`src/rtl/port_qos_params.svh`:
```
`ifndef PORT_QOS_PARAMS_SVH
`define PORT_QOS_PARAMS_SVH
// byte addresses on the register bus (port 1 of the bank)
`define ADDR_PORT_PTR 16'h1804
`define ADDR_PRIO_MAP 16'h1808
`define ADDR_POLICE_CTRL 16'h180c
`define ADDR_MON_DATA 16'h1810
`define ADDR_TXQ_INDEX 16'h1900
`define ADDR_VID_REPLACE 16'h1904
`define ADDR_TXQ_SCHED 16'h1914
// policing control bit positions
`define POL_ENABLE 0
`define POL_BLIND 1
`define POL_SRP_DROP 2
`define POL_REMAP 3
`define POL_MARK 4
`define POL_NONIP_LO 5
`define POL_PORT_BASED 7
`define POL_TYPE_LO 8
`define POL_DROP_ALL 10
`define POL_DROPPED_ONLY 11
// reset values
`define MAP_RST 16'hfa50
`define POL_RST 12'h020
`define SCHED_RST 2'b10
`define SHAPER_RST 2'b00
`define WEIGHT_RST 7'h01
// scheduler and shaper codes
`define SCHED_STRICT 2'b00
`define SCHED_WRR 2'b10
`define SHAPER_RSVD 2'b11
`endif

```
`src/rtl/port_qos_pkg.sv`:
```
package port_qos_pkg;
`include "port_qos_params.svh"

    typedef struct packed {
        logic [7:0][1:0] map;
        logic [11:0] pol;
        logic [1:0] qidx;
        logic vrep;
        logic [3:0][1:0] mode;
        logic [3:0][1:0] shp;
        logic [3:0][6:0] wgt;
        logic [2:0] ptr_port;
        logic [1:0] ptr_q;
        logic [15:0][15:0] cnt;
        logic ack;
        logic [31:0] rdata;
        logic [1:0] egress_queue;
        logic drop;
        logic [1:0] color;
        logic [11:0] vid;
        logic [1:0] cur;
        logic [6:0] sent;
        logic [1:0] grant;
        logic grant_vld;
        logic [1:0] shaper;
    } state_t;
endpackage
```
`src/rtl/port_qos_config.sv`:
```
`timescale 1ns/1ps
`default_nettype none
`include "port_qos_params.svh"
// Functional notes
// - eight 4-bit fields, low two bits pick queue
// - reset map 0,1->q0 2,3->q1 4,5->q2 6,7->q3
// - bit 11 counts dropped only, else all
// - drop-all while over max, else probability
// - type field picks red/yellow/green/dropped counter
// - bit 7 selects per-port per-queue policing
// - non-IP colour field, reset 01
// - bit 4 enables DSCP colour marking
// - bit 3 remaps DSCP colour when colour aware
// - bit 2 lets WRED drop SRP packets
// - bit 1 colour-blind, clear colour-aware
// - bit 0 enables policing and WRED, reset off
// - queue index selects indexed queue registers
// - queue index low byte at byte 0x1903
// - replace non-zero egress VID with port default
// - scheduler 00 strict, 10 WRR, reset 10
// - strict priority serves queue 3 first
// - WRR sends weight packets then next queue
// - shaper 00 none 01 credit 10 time-aware
// - pointer register picks port and queue
// - weight is packets per turn, zero served as one
module port_qos_config import port_qos_pkg::*; (
    // clock and reset
    input wire logic core_clk,
    input wire logic reset,
    // wishbone slave
    input wire logic wb_cyc_i,
    input wire logic wb_stb_i,
    input wire logic wb_we_i,
    input wire logic [15:0] wb_adr_i,
    input wire logic [3:0] wb_sel_i,
    input wire logic [31:0] wb_dat_i,
    output logic [31:0] wb_dat_o,
    output logic wb_ack_o,
    // ingress classification and policing
    input wire logic [2:0] ingress_prio_i,
    input wire logic pkt_valid_i,
    input wire logic [1:0] pkt_queue_i,
    input wire logic [1:0] pkt_color_i,
    input wire logic pkt_dropped_i,
    input wire logic pkt_srp_i,
    input wire logic pkt_is_ip_i,
    input wire logic [1:0] dscp_color_i,
    input wire logic wred_max_exceeded_i,
    input wire logic wred_prob_hit_i,
    output logic [1:0] egress_queue_o,
    output logic pkt_drop_o,
    output logic [1:0] pkt_color_o,
    output logic color_mark_en_o,
    output logic color_remap_en_o,
    output logic port_based_police_o,
    // egress vlan
    input wire logic [11:0] egress_vid_i,
    input wire logic [11:0] port_default_vlan_id_i,
    output logic [11:0] egress_vid_o,
    // egress scheduler
    input wire logic [3:0] q_pending_i,
    input wire logic tx_done_i,
    output logic [1:0] grant_queue_o,
    output logic grant_valid_o,
    output logic [1:0] shaper_mode_o
);
    state_t s_q, s_d;

    function automatic logic [31:0] merge(input logic [31:0] o, input logic [31:0] d, input logic [3:0] sel);
        logic [31:0] r;
        r = o;
        for (int i = 0; i < 4; i++) begin
            if (sel[i]) begin
                r[8*i+:8] = d[8*i+:8];
            end
        end
        return r;
    endfunction

    // pack the map with reserved upper field bits as zero
    function automatic logic [31:0] map_word(input logic [7:0][1:0] m);
        logic [31:0] r;
        r = 32'h0;
        for (int i = 0; i < 8; i++) begin
            r[4*i+:2] = m[i];
        end
        return r;
    endfunction

    function automatic logic [31:0] sched_word(input logic [6:0] w, input logic [1:0] m, input logic [1:0] s);
        return {17'h0, w, m, s, 4'h0};
    endfunction

    function automatic logic [1:0] highest(input logic [3:0] p);
        logic [1:0] r;
        r = 2'd0;
        for (int i = 0; i < 4; i++) begin
            if (p[i]) begin
                r = 2'(i);
            end
        end
        return r;
    endfunction

    // next pending queue below cur, wrapping from 0 to 3
    function automatic logic [1:0] next_q(input logic [1:0] c, input logic [3:0] p);
        logic [1:0] r;
        logic [1:0] k;
        r = c;
        for (int i = 3; i >= 1; i--) begin
            k = c - 2'(i);
            if (p[k]) begin
                r = k;
            end
        end
        return r;
    endfunction

    logic hit, wr, strict;
    logic [15:0] addr;
    logic [31:0] w;
    logic [6:0] wt;
    logic [7:0] sent_n;
    logic [3:0] cidx;
    logic [1:0] lk;
    assign lk = s_q.map[ingress_prio_i];

    always_comb begin
        s_d = s_q;
        w = 32'h0;
        addr = {wb_adr_i[15:2], 2'b00};
        hit = wb_cyc_i & wb_stb_i;
        wr = hit & wb_we_i & s_q.ack;
        // registered answer one cycle after the request, dropped after one cycle
        s_d.ack = hit & ~s_q.ack;
        if (hit && !s_q.ack && !wb_we_i) begin
            unique case (addr)
                `ADDR_PORT_PTR: s_d.rdata = {13'h0, s_q.ptr_port, 14'h0, s_q.ptr_q};
                `ADDR_PRIO_MAP: s_d.rdata = map_word(s_q.map);
                `ADDR_POLICE_CTRL: s_d.rdata = {20'h0, s_q.pol};
                `ADDR_MON_DATA: s_d.rdata = {16'h0, s_q.cnt[{s_q.ptr_q, s_q.pol[`POL_TYPE_LO+:2]}]};
                `ADDR_TXQ_INDEX: s_d.rdata = {30'h0, s_q.qidx};
                `ADDR_VID_REPLACE: s_d.rdata = {31'h0, s_q.vrep};
                `ADDR_TXQ_SCHED: s_d.rdata = sched_word(s_q.wgt[s_q.qidx], s_q.mode[s_q.qidx], s_q.shp[s_q.qidx]);
                default: s_d.rdata = 32'h0;
            endcase
        end
        // writes land at the edge where the master sees ack
        if (wr) begin
            unique case (addr)
                `ADDR_PORT_PTR: begin
                    w = merge({13'h0, s_q.ptr_port, 14'h0, s_q.ptr_q}, wb_dat_i, wb_sel_i);
                    s_d.ptr_port = w[18:16];
                    s_d.ptr_q = w[1:0];
                end
                `ADDR_PRIO_MAP: begin
                    w = merge(map_word(s_q.map), wb_dat_i, wb_sel_i);
                    for (int i = 0; i < 8; i++) begin
                        s_d.map[i] = w[4*i+:2];
                    end
                end
                `ADDR_POLICE_CTRL: begin
                    w = merge({20'h0, s_q.pol}, wb_dat_i, wb_sel_i);
                    s_d.pol = w[11:0];
                end
                `ADDR_TXQ_INDEX: begin
                    // the byte at 0x1903 is lane 0 of this word
                    w = merge({30'h0, s_q.qidx}, wb_dat_i, wb_sel_i);
                    s_d.qidx = w[1:0];
                end
                `ADDR_VID_REPLACE: begin
                    w = merge({31'h0, s_q.vrep}, wb_dat_i, wb_sel_i);
                    s_d.vrep = w[0];
                end
                `ADDR_TXQ_SCHED: begin
                    w = merge(sched_word(s_q.wgt[s_q.qidx], s_q.mode[s_q.qidx], s_q.shp[s_q.qidx]), wb_dat_i, wb_sel_i);
                    s_d.wgt[s_q.qidx] = w[14:8];
                    // reserved codes are refused, the old value stays
                    if (w[7:6] == `SCHED_STRICT || w[7:6] == `SCHED_WRR) begin
                        s_d.mode[s_q.qidx] = w[7:6];
                    end
                    if (w[5:4] != `SHAPER_RSVD) begin
                        s_d.shp[s_q.qidx] = w[5:4];
                    end
                end
                default: begin
                end
            endcase
        end
        // priority regeneration
        s_d.egress_queue = lk;
        // policing and WRED drop decision
        s_d.drop = pkt_valid_i & s_q.pol[`POL_ENABLE]
            & (~pkt_srp_i | s_q.pol[`POL_SRP_DROP])
            & (s_q.pol[`POL_DROP_ALL] ? wred_max_exceeded_i : wred_prob_hit_i);
        // colour given to the frame
        if (s_q.pol[`POL_BLIND]) begin
            s_d.color = 2'b01;
        end else if (!pkt_is_ip_i) begin
            s_d.color = s_q.pol[`POL_NONIP_LO+:2];
        end else begin
            s_d.color = dscp_color_i;
        end
        // monitor counters per queue and colour
        cidx = {pkt_queue_i, pkt_color_i};
        if (pkt_valid_i && s_q.pol[`POL_ENABLE]) begin
            if (pkt_color_i != 2'b00 && (!s_q.pol[`POL_DROPPED_ONLY] || pkt_dropped_i)) begin
                s_d.cnt[cidx] = s_q.cnt[cidx] + 16'h1;
            end
            if (pkt_dropped_i) begin
                s_d.cnt[{pkt_queue_i, 2'b00}] = s_q.cnt[{pkt_queue_i, 2'b00}] + 16'h1;
            end
        end
        // egress vlan id replacement
        s_d.vid = (s_q.vrep && egress_vid_i != 12'h0) ? port_default_vlan_id_i : egress_vid_i;
        // scheduler; the port mode is held in queue 0's entry
        strict = s_q.mode[0] == `SCHED_STRICT;
        wt = (s_q.wgt[s_q.cur] == 7'h0) ? 7'h1 : s_q.wgt[s_q.cur];
        sent_n = {1'b0, s_q.sent} + ((tx_done_i && s_q.grant_vld) ? 8'h1 : 8'h0);
        if (!q_pending_i[s_q.cur] || sent_n >= {1'b0, wt}) begin
            s_d.cur = next_q(s_q.cur, q_pending_i);
            s_d.sent = 7'h0;
        end else begin
            s_d.sent = sent_n[6:0];
        end
        if (strict) begin
            s_d.grant = highest(q_pending_i);
            s_d.grant_vld = |q_pending_i;
        end else begin
            s_d.grant = s_d.cur;
            s_d.grant_vld = q_pending_i[s_d.cur];
        end
        s_d.shaper = s_q.shp[s_d.grant];
    end

    always_ff @(posedge core_clk) begin
        if (reset) begin
            s_q <= '0;
            s_q.map <= `MAP_RST;
            s_q.pol <= `POL_RST;
            s_q.mode <= {4{`SCHED_RST}};
            s_q.shp <= {4{`SHAPER_RST}};
            s_q.wgt <= {4{`WEIGHT_RST}};
        end else begin
            s_q <= s_d;
        end
    end

    assign wb_dat_o = s_q.rdata;
    assign wb_ack_o = s_q.ack;
    assign egress_queue_o = s_q.egress_queue;
    assign pkt_drop_o = s_q.drop;
    assign pkt_color_o = s_q.color;
    assign color_mark_en_o = s_q.pol[`POL_MARK];
    assign color_remap_en_o = s_q.pol[`POL_REMAP];
    assign port_based_police_o = s_q.pol[`POL_PORT_BASED];
    assign egress_vid_o = s_q.vid;
    assign grant_queue_o = s_q.grant;
    assign grant_valid_o = s_q.grant_vld;
    assign shaper_mode_o = s_q.shaper;
endmodule // port_qos_config
`default_nettype wire

```
`config.mk`:
```
export PLATFORM = sky130hd
export DESIGN_NAME = port_qos_config
export DESIGN_NICKNAME = d
export VERILOG_FILES = /design/src/rtl/port_qos_pkg.sv /design/src/rtl/port_qos_config.sv
export VERILOG_INCLUDE_DIRS = /design/src /design/src/rtl
export SDC_FILE = /design/constraint.sdc
export NUM_CORES = 1
export LEC_CHECK = 0
export BUFFER_PORTS_ARGS = -buffer_cell sky130_fd_sc_hd__buf_2
export CAP_MARGIN = 30
export CORE_MARGIN = 1
export CORE_UTILIZATION = 30
export DETAILED_ROUTE_END_ITERATION = 10
export PLACE_DENSITY = 0.51
export SYNTH_ARGS = -nofsm -noshare
export SYNTH_HDL_FRONTEND = slang
export SYNTH_SLANG_ARGS = --single-unit
```
`constraint.sdc`:
```
create_clock -name core_clk -period 11.9 [get_ports core_clk]
set_input_delay 1.19 -clock core_clk [delete_from_list [all_inputs] [get_ports core_clk]]
set_output_delay 1.19 -clock core_clk [all_outputs]
set_load 0.005 [all_outputs]
```
# ---- Word level (Yosys, flattened, before mapping)
# Index checks and enable logic that the tools add are counted.
dict set report totals {
  register_bits 400
  elab_cells 196
  output_inout_bits 58
}
dict set report op_classes {
  n_bitwise 10
  reduce_logical 37
  muxes 65
  add_sub_neg 6
  magnitude_cmp 15
  eq_ne 9
}
# operator n
set ops {}
lappend ops {{$mux 256} 3}
lappend ops {{$bwmux 256} 2}
lappend ops {{$pmux 30 s7} 1}
lappend ops {{$bmux 16 s4} 2}
lappend ops {{$eq 14x11->1 const B} 7}
lappend ops {{$mux 16} 5}
lappend ops {{$demux 16 s4} 1}
lappend ops {{$mux 7} 7}
lappend ops {{$reduce_and 3->1} 12}
lappend ops {{$add 16x1->16 const B} 2}
lappend ops {{$bmux 16 s2} 1}
lappend ops {{$demux 16 s2} 1}
lappend ops {{$bmux 7 s2} 2}
lappend ops {{$bwmux 28} 1}
lappend ops {{$mux 2} 12}
lappend ops {{$mux 8} 3}
lappend ops {{$lt 2x3->1 const B} 7}
lappend ops {{$bwmux 8} 2}
lappend ops {{$lt 4x5->1 const B} 3}
lappend ops {{$demux 7 s2} 1}
lappend ops {{$bmux 2 s2} 3}
lappend ops {{$mux 12} 1}
lappend ops {{$reduce_bool 12->1} 1}
lappend ops {{$bmux 1 s2} 5}
lappend ops {{25 further kinds} 57}

# ---- Depth between registers and ports, before layout
dict set report depth {
  ltp_word 12
  ltp_mapped 15
  depth_no_buf 14
}

# ---- Worst setup path before layout
# OpenSTA, ideal clock, no wires.
dict set report synth_timing {
  path_type {register to register}
  from {register s_q[12] (netlist bit)}
  to {register s_q, in the netlist shaper_mode_o[0]}
  required_ps 11783
  synth_period_minus_slack_ps 4231
  path_stages_with_launch 15
  setup_slack_ps 7669
  t_arrival_ps 4114
  cell_sequence {dfxtp_1 clkbuf_1 clkbuf_1 mux4_2 nor4_1 a21o_1 ha_1 nand2b_1 a21o_1 a211o_1 a21oi_1 o21bai_1 o21ai_1 mux2_2 a22o_1}
}
dict set report synth_between {
  elab_chain_cells 10
  word_cells_on_any_way 25
  cone_classes {add/sub (3); order compare (1); mux (18); reduce/logical (3)}
}
# item line_no
set synth_rtl {}
lappend synth_rtl {{start: declaration} port_qos_config.sv:67} ;# state_t s_q, s_d;
lappend synth_rtl {{$bmux 7 s2 or $sub 2x2->2 (tied branches)} {port_qos_config.sv:218, port_qos_config.sv:111}}
lappend synth_rtl {{$mux 7 (not written as such) or $bmux 1 s2 (tied branches)} {port_qos_config.sv:218, port_qos_config.sv:112}}
lappend synth_rtl {{$logic_not 7->1 or $mux 1 (tied branches)} {port_qos_config.sv:218, port_qos_config.sv:112}}
lappend synth_rtl {{$mux 7 or $mux 2 (tied branches)} {port_qos_config.sv:218, port_qos_config.sv:112}}
lappend synth_rtl {{$ge 8x7->1 or $mux 2 (tied branches)} {port_qos_config.sv:220, port_qos_config.sv:112}}
lappend synth_rtl {{$logic_or 1x1->1 or $mux 2 (tied branches)} {port_qos_config.sv:220, port_qos_config.sv:112}}
lappend synth_rtl {{$mux 2 *} port_qos_config.sv:220} ;# if (!q_pending_i[s_q.cur] || sent_n >= {1'b0, wt}) begin
lappend synth_rtl {{$mux 3 *} port_qos_config.sv:226} ;# if (strict) begin
lappend synth_rtl {{$bmux 2 s2 *} port_qos_config.sv:233} ;# s_d.shaper = s_q.shp[s_d.grant];
lappend synth_rtl {{$mux 2 (not written as such) *} port_qos_config.sv:233}
# Mark *: on every way between the ends. The rest lies on a longest branch, timed or not. The select of a mux whose other input is x is not followed.
# A chain may end at the register's enable or synchronous reset.

# ---- Final worst setup path
dict set report layout_timing {
  from {input port pkt_queue_i[0]}
  to {register s_q[190] (netlist bit)}
}
dict set report layout_between {
  elab_chain_cells 9
  word_cells_on_any_way 16
  cone_classes {add/sub (2); order compare (2); mux (11); reduce/logical (1)}
}
# item line_no
set layout_rtl {}
lappend layout_rtl {{start: declaration} port_qos_config.sv:42} ;# input wire logic [1:0] pkt_queue_i,
lappend layout_rtl {{parallel branches: the longest is 8 deep, another holds $add 16x1->16} -}
lappend layout_rtl {{$mux 256 *} port_qos_config.sv:210} ;# if (pkt_dropped_i) begin
# Every way passes the cells marked *. The select of a mux whose other input is x is not followed.

==> impl_metrics.tcl <==
set metrics [dict create \
    wl_per_cell_um 22.8 \
    fillers 6784 \
    final_common_cell "dfxtp_1" \
    h-tree-depth 2 \
    min_to "wb_dat_o[28]" \
    peakVddDrop_v 0.0000988 \
    finalHoldViolations 0 \
    clkSinkCount 393 \
    timing.rr.start "s_q[12]" \
    coreArea_um2 67300 \
    n_antenna_cell 0 \
    grt_use_total_pct 19.3 \
    area_growth_syn_to_layout_pct 13.2 \
    numCtsBuffers 47 \
    yosysWarningCount 0 \
    first_iter_violations 1356 \
    fmax_ghz 0.195 \
    grt_first_pass_wirelength_mm 102 \
    clk_latency_ns 0.62 \
    final_cell_mix "dfxtp_1, nor2_1, a211oi_1, nand2_1" \
    cts_root_buf "clkbuf_16" \
    grt_max_degree 167 \
    drt.antenna.violating_nets 0 \
    synth_seq_area_share_pct 38.5 \
    ys_ff_latch 393 \
    grt_pass1_vias 16200 \
    seqCellArea_um2 7870 \
    slew-limit-headroom_pct 27.8 \
    outcome "finished, final reports clean" \
    place_congestion 0.865 \
    rsz0062_at_grt "no" \
    syn_area_per_cell_um2 9.96 \
    synth_top_area_share_pct 38.5 \
    p_per_area_nw_per_um2 134 \
    hold_path_depth 2 \
    fp.dieH_um 263 \
    setup_viol 0 \
    dieArea_um2 69200 \
    synth_cell_types 70 \
    cts_buffer_depth 3 \
    synth_top_area_cell "dfxtp_1" \
    synthArstFlopShare_pct 0 \
    worst_clock_skew_ns 0.0393 \
    vias_per_cell 5.51 \
    min_period_ns 5.13 \
    fin_setup_tns_ns 0 \
    cts_hold_buf 0 \
    placed_cell_area_um2 21500 \
    die_x_um 263 \
    path_max_fanout 50 \
    r2r_end "shaper_mode_o[1]" \
    drive_gt1_share_pct 21.8 \
    worstPathArrival_ns 5.58 \
    drc 0 \
    stdcell_area_um2 23100 \
    clk_pin_slew_ns 0.06 \
    r2r_cells 12 \
    tritoncts "built" \
    fin_util_pct 34.4 \
    antenna_found_initial 0 \
    max_cap_viol_count 0 \
    synth.area.top_cells "dfxtp_1, mux4_2, a211oi_1" \
    postCtsSetupBuffers 0 \
    worstPathRequired_ns 12.35 \
    row_count 95 \
    power_mw 3.11 \
    via_count 16300 \
    r2r_slack_ns 7.27 \
    worst_setup_path_start_kind "input pin" \
    worstSetupPathType "in2reg" \
    hpwlAfterDp_mm 44.9 \
    grt_overflow 0 \
    drt_first_pass_iters 5 \
    synthesis.area_um2 20400 \
    routed_wl_mm 67.8 \
    hold_ws_ns 0.449 \
    final_nets 2171 \
    synth_cells 2052 \
    worstHoldStart "wb_dat_o[28]" \
    period_share_pct 43.1 \
    ctsResizeCount 0 \
    p_leak_nw 7.90 \
    yosys_most_used_dff "dfxtp_1" \
    min_path_type "reg2reg" \
    io_buffers 141 \
    end_kind "flop" \
    initial_core_util_pct 30.4 \
    io_pins 159 \
    synth_edf_count 0 \
    finalMaxSlewViolations 0 \
    tightestPinTransition_ns 1.08 \
    multiInputGateArea_um2 11400 \
]
==> flip-flops by register name, indices dropped and copies added (netlist names) <==
register and cells:
color_mark_en_o 1, color_remap_en_o 1, egress_queue_o 2, egress_vid_o 12, grant_queue_o 2, grant_valid_o 1
pkt_color_o 2, pkt_drop_o 1, port_based_police_o 1, s_q 342, shaper_mode_o 2, wb_ack_o 1
wb_dat_o 25
==> area by class of cell <==
type | count | share of cell area (%)
clock buffers | 68 | 6.04
repair buffers | 177 | 4.37
flip-flops and latches | 393 | 34.0
inverters | 22 | 0.357
well taps | 873 | 4.72
multi-input cells | 1418 | 49.3
clock inverters | 16 | 1.18
==> critical path, stage by stage <==
cell and delay (ns):
buf_4 0.40, buf_4 0.72, mux4_2 0.34, nand2_1 0.05
and4_1 0.21, inv_1 0.07, ha_1 0.14, inv_1 0.06
a211oi_1 0.65, nand3_1 0.41, nor3_1 0.34, xor2_1 0.78
a211oi_1 0.19
==> synthesized netlist by cell type (4+ instances only) <==
library cell  number
o32ai_1            5
a31oi_1            4
mux2_2            17
nor2_1           319
a222oi_1           9
and2_1            10
nor3b_1           13
a22oi_1            6
and3_1            13
dfxtp_1          393
nand3b_1          27
ha_1              11
nand4_1            6
buf_1             12
mux4_4             5
clkbuf_1         118
nor4_1             7
or3_1             16
buf_6              8
and3b_1            4
a22o_1             7
nor2b_1           24
a211oi_2          12
mux2i_1          101
a21oi_1           89
inv_1             22
mux4_1            16
nor3_1            38
xnor2_1           15
buf_2             14
a21o_1             6
mux4_2           138
nand3_1           27
buf_4             67
o21ai_0           31
nand2b_1           9
xor2_1            17
a211o_1           28
o22ai_1            7
a211oi_1         168
nand2_1          165
or2_2              4
a221oi_1           8
==> stage by stage <==
step / setup slack [ns] / instances
detailed placement: 6.27 / 2883
global route: 6.64 / 2967
finish: 6.77 / 2967
global placement: 6.25 / 2878
floorplan: 7.67 / 2058
CTS: 6.90 / 2967
==> worst max path at each step <==
| stage | end | depth (start not counted) | from | slack (ns) |
|---|---|---|---|---|
| after detailed placement | s_q[190] | 13 | pkt_queue_i[0] | 6.27 |
| after floorplan | shaper_mode_o[0] | 14 | s_q[12] | 7.67 |
| after CTS | s_q[190] | 13 | pkt_queue_i[0] | 6.90 |
| final | s_q[190] | 13 | pkt_queue_i[0] | 6.77 |
| after global routing | s_q[238] | 13 | pkt_queue_i[0] | 6.64 |
| after global placement | s_q[190] | 13 | pkt_queue_i[0] | 6.25 |
==> cells by family after synthesis <==
group / synth area share (%)
adders and majority gates: 0.674
and+or+nand+nor: 15.4
AOI/OAI and AO/OA: 13.9
xor gates and xnor gates: 1.37
muxes: 23.8
other: 0.0184
buffers and inverters: 6.30
DFF: 38.5
==> routing by layer <==
layer	up-vias	track usage, %	wire, µm
met5	-	0	0
met4	0	6.34	2190
met3	134	3.20	4020
met2	542	31.8	31900
met1	8131	25.7	29700
li1	7535	-	-
==> where the power goes <==
group          internal [mW]  leakage [nW]  total, mW  switching, mW
Sequential              1.33          3.17       1.36         0.0253
Clock                  0.946         0.821       1.55          0.606
Combinational         0.0851          3.90      0.203          0.118
Note: power is estimated with default switching activity, not from simulation.
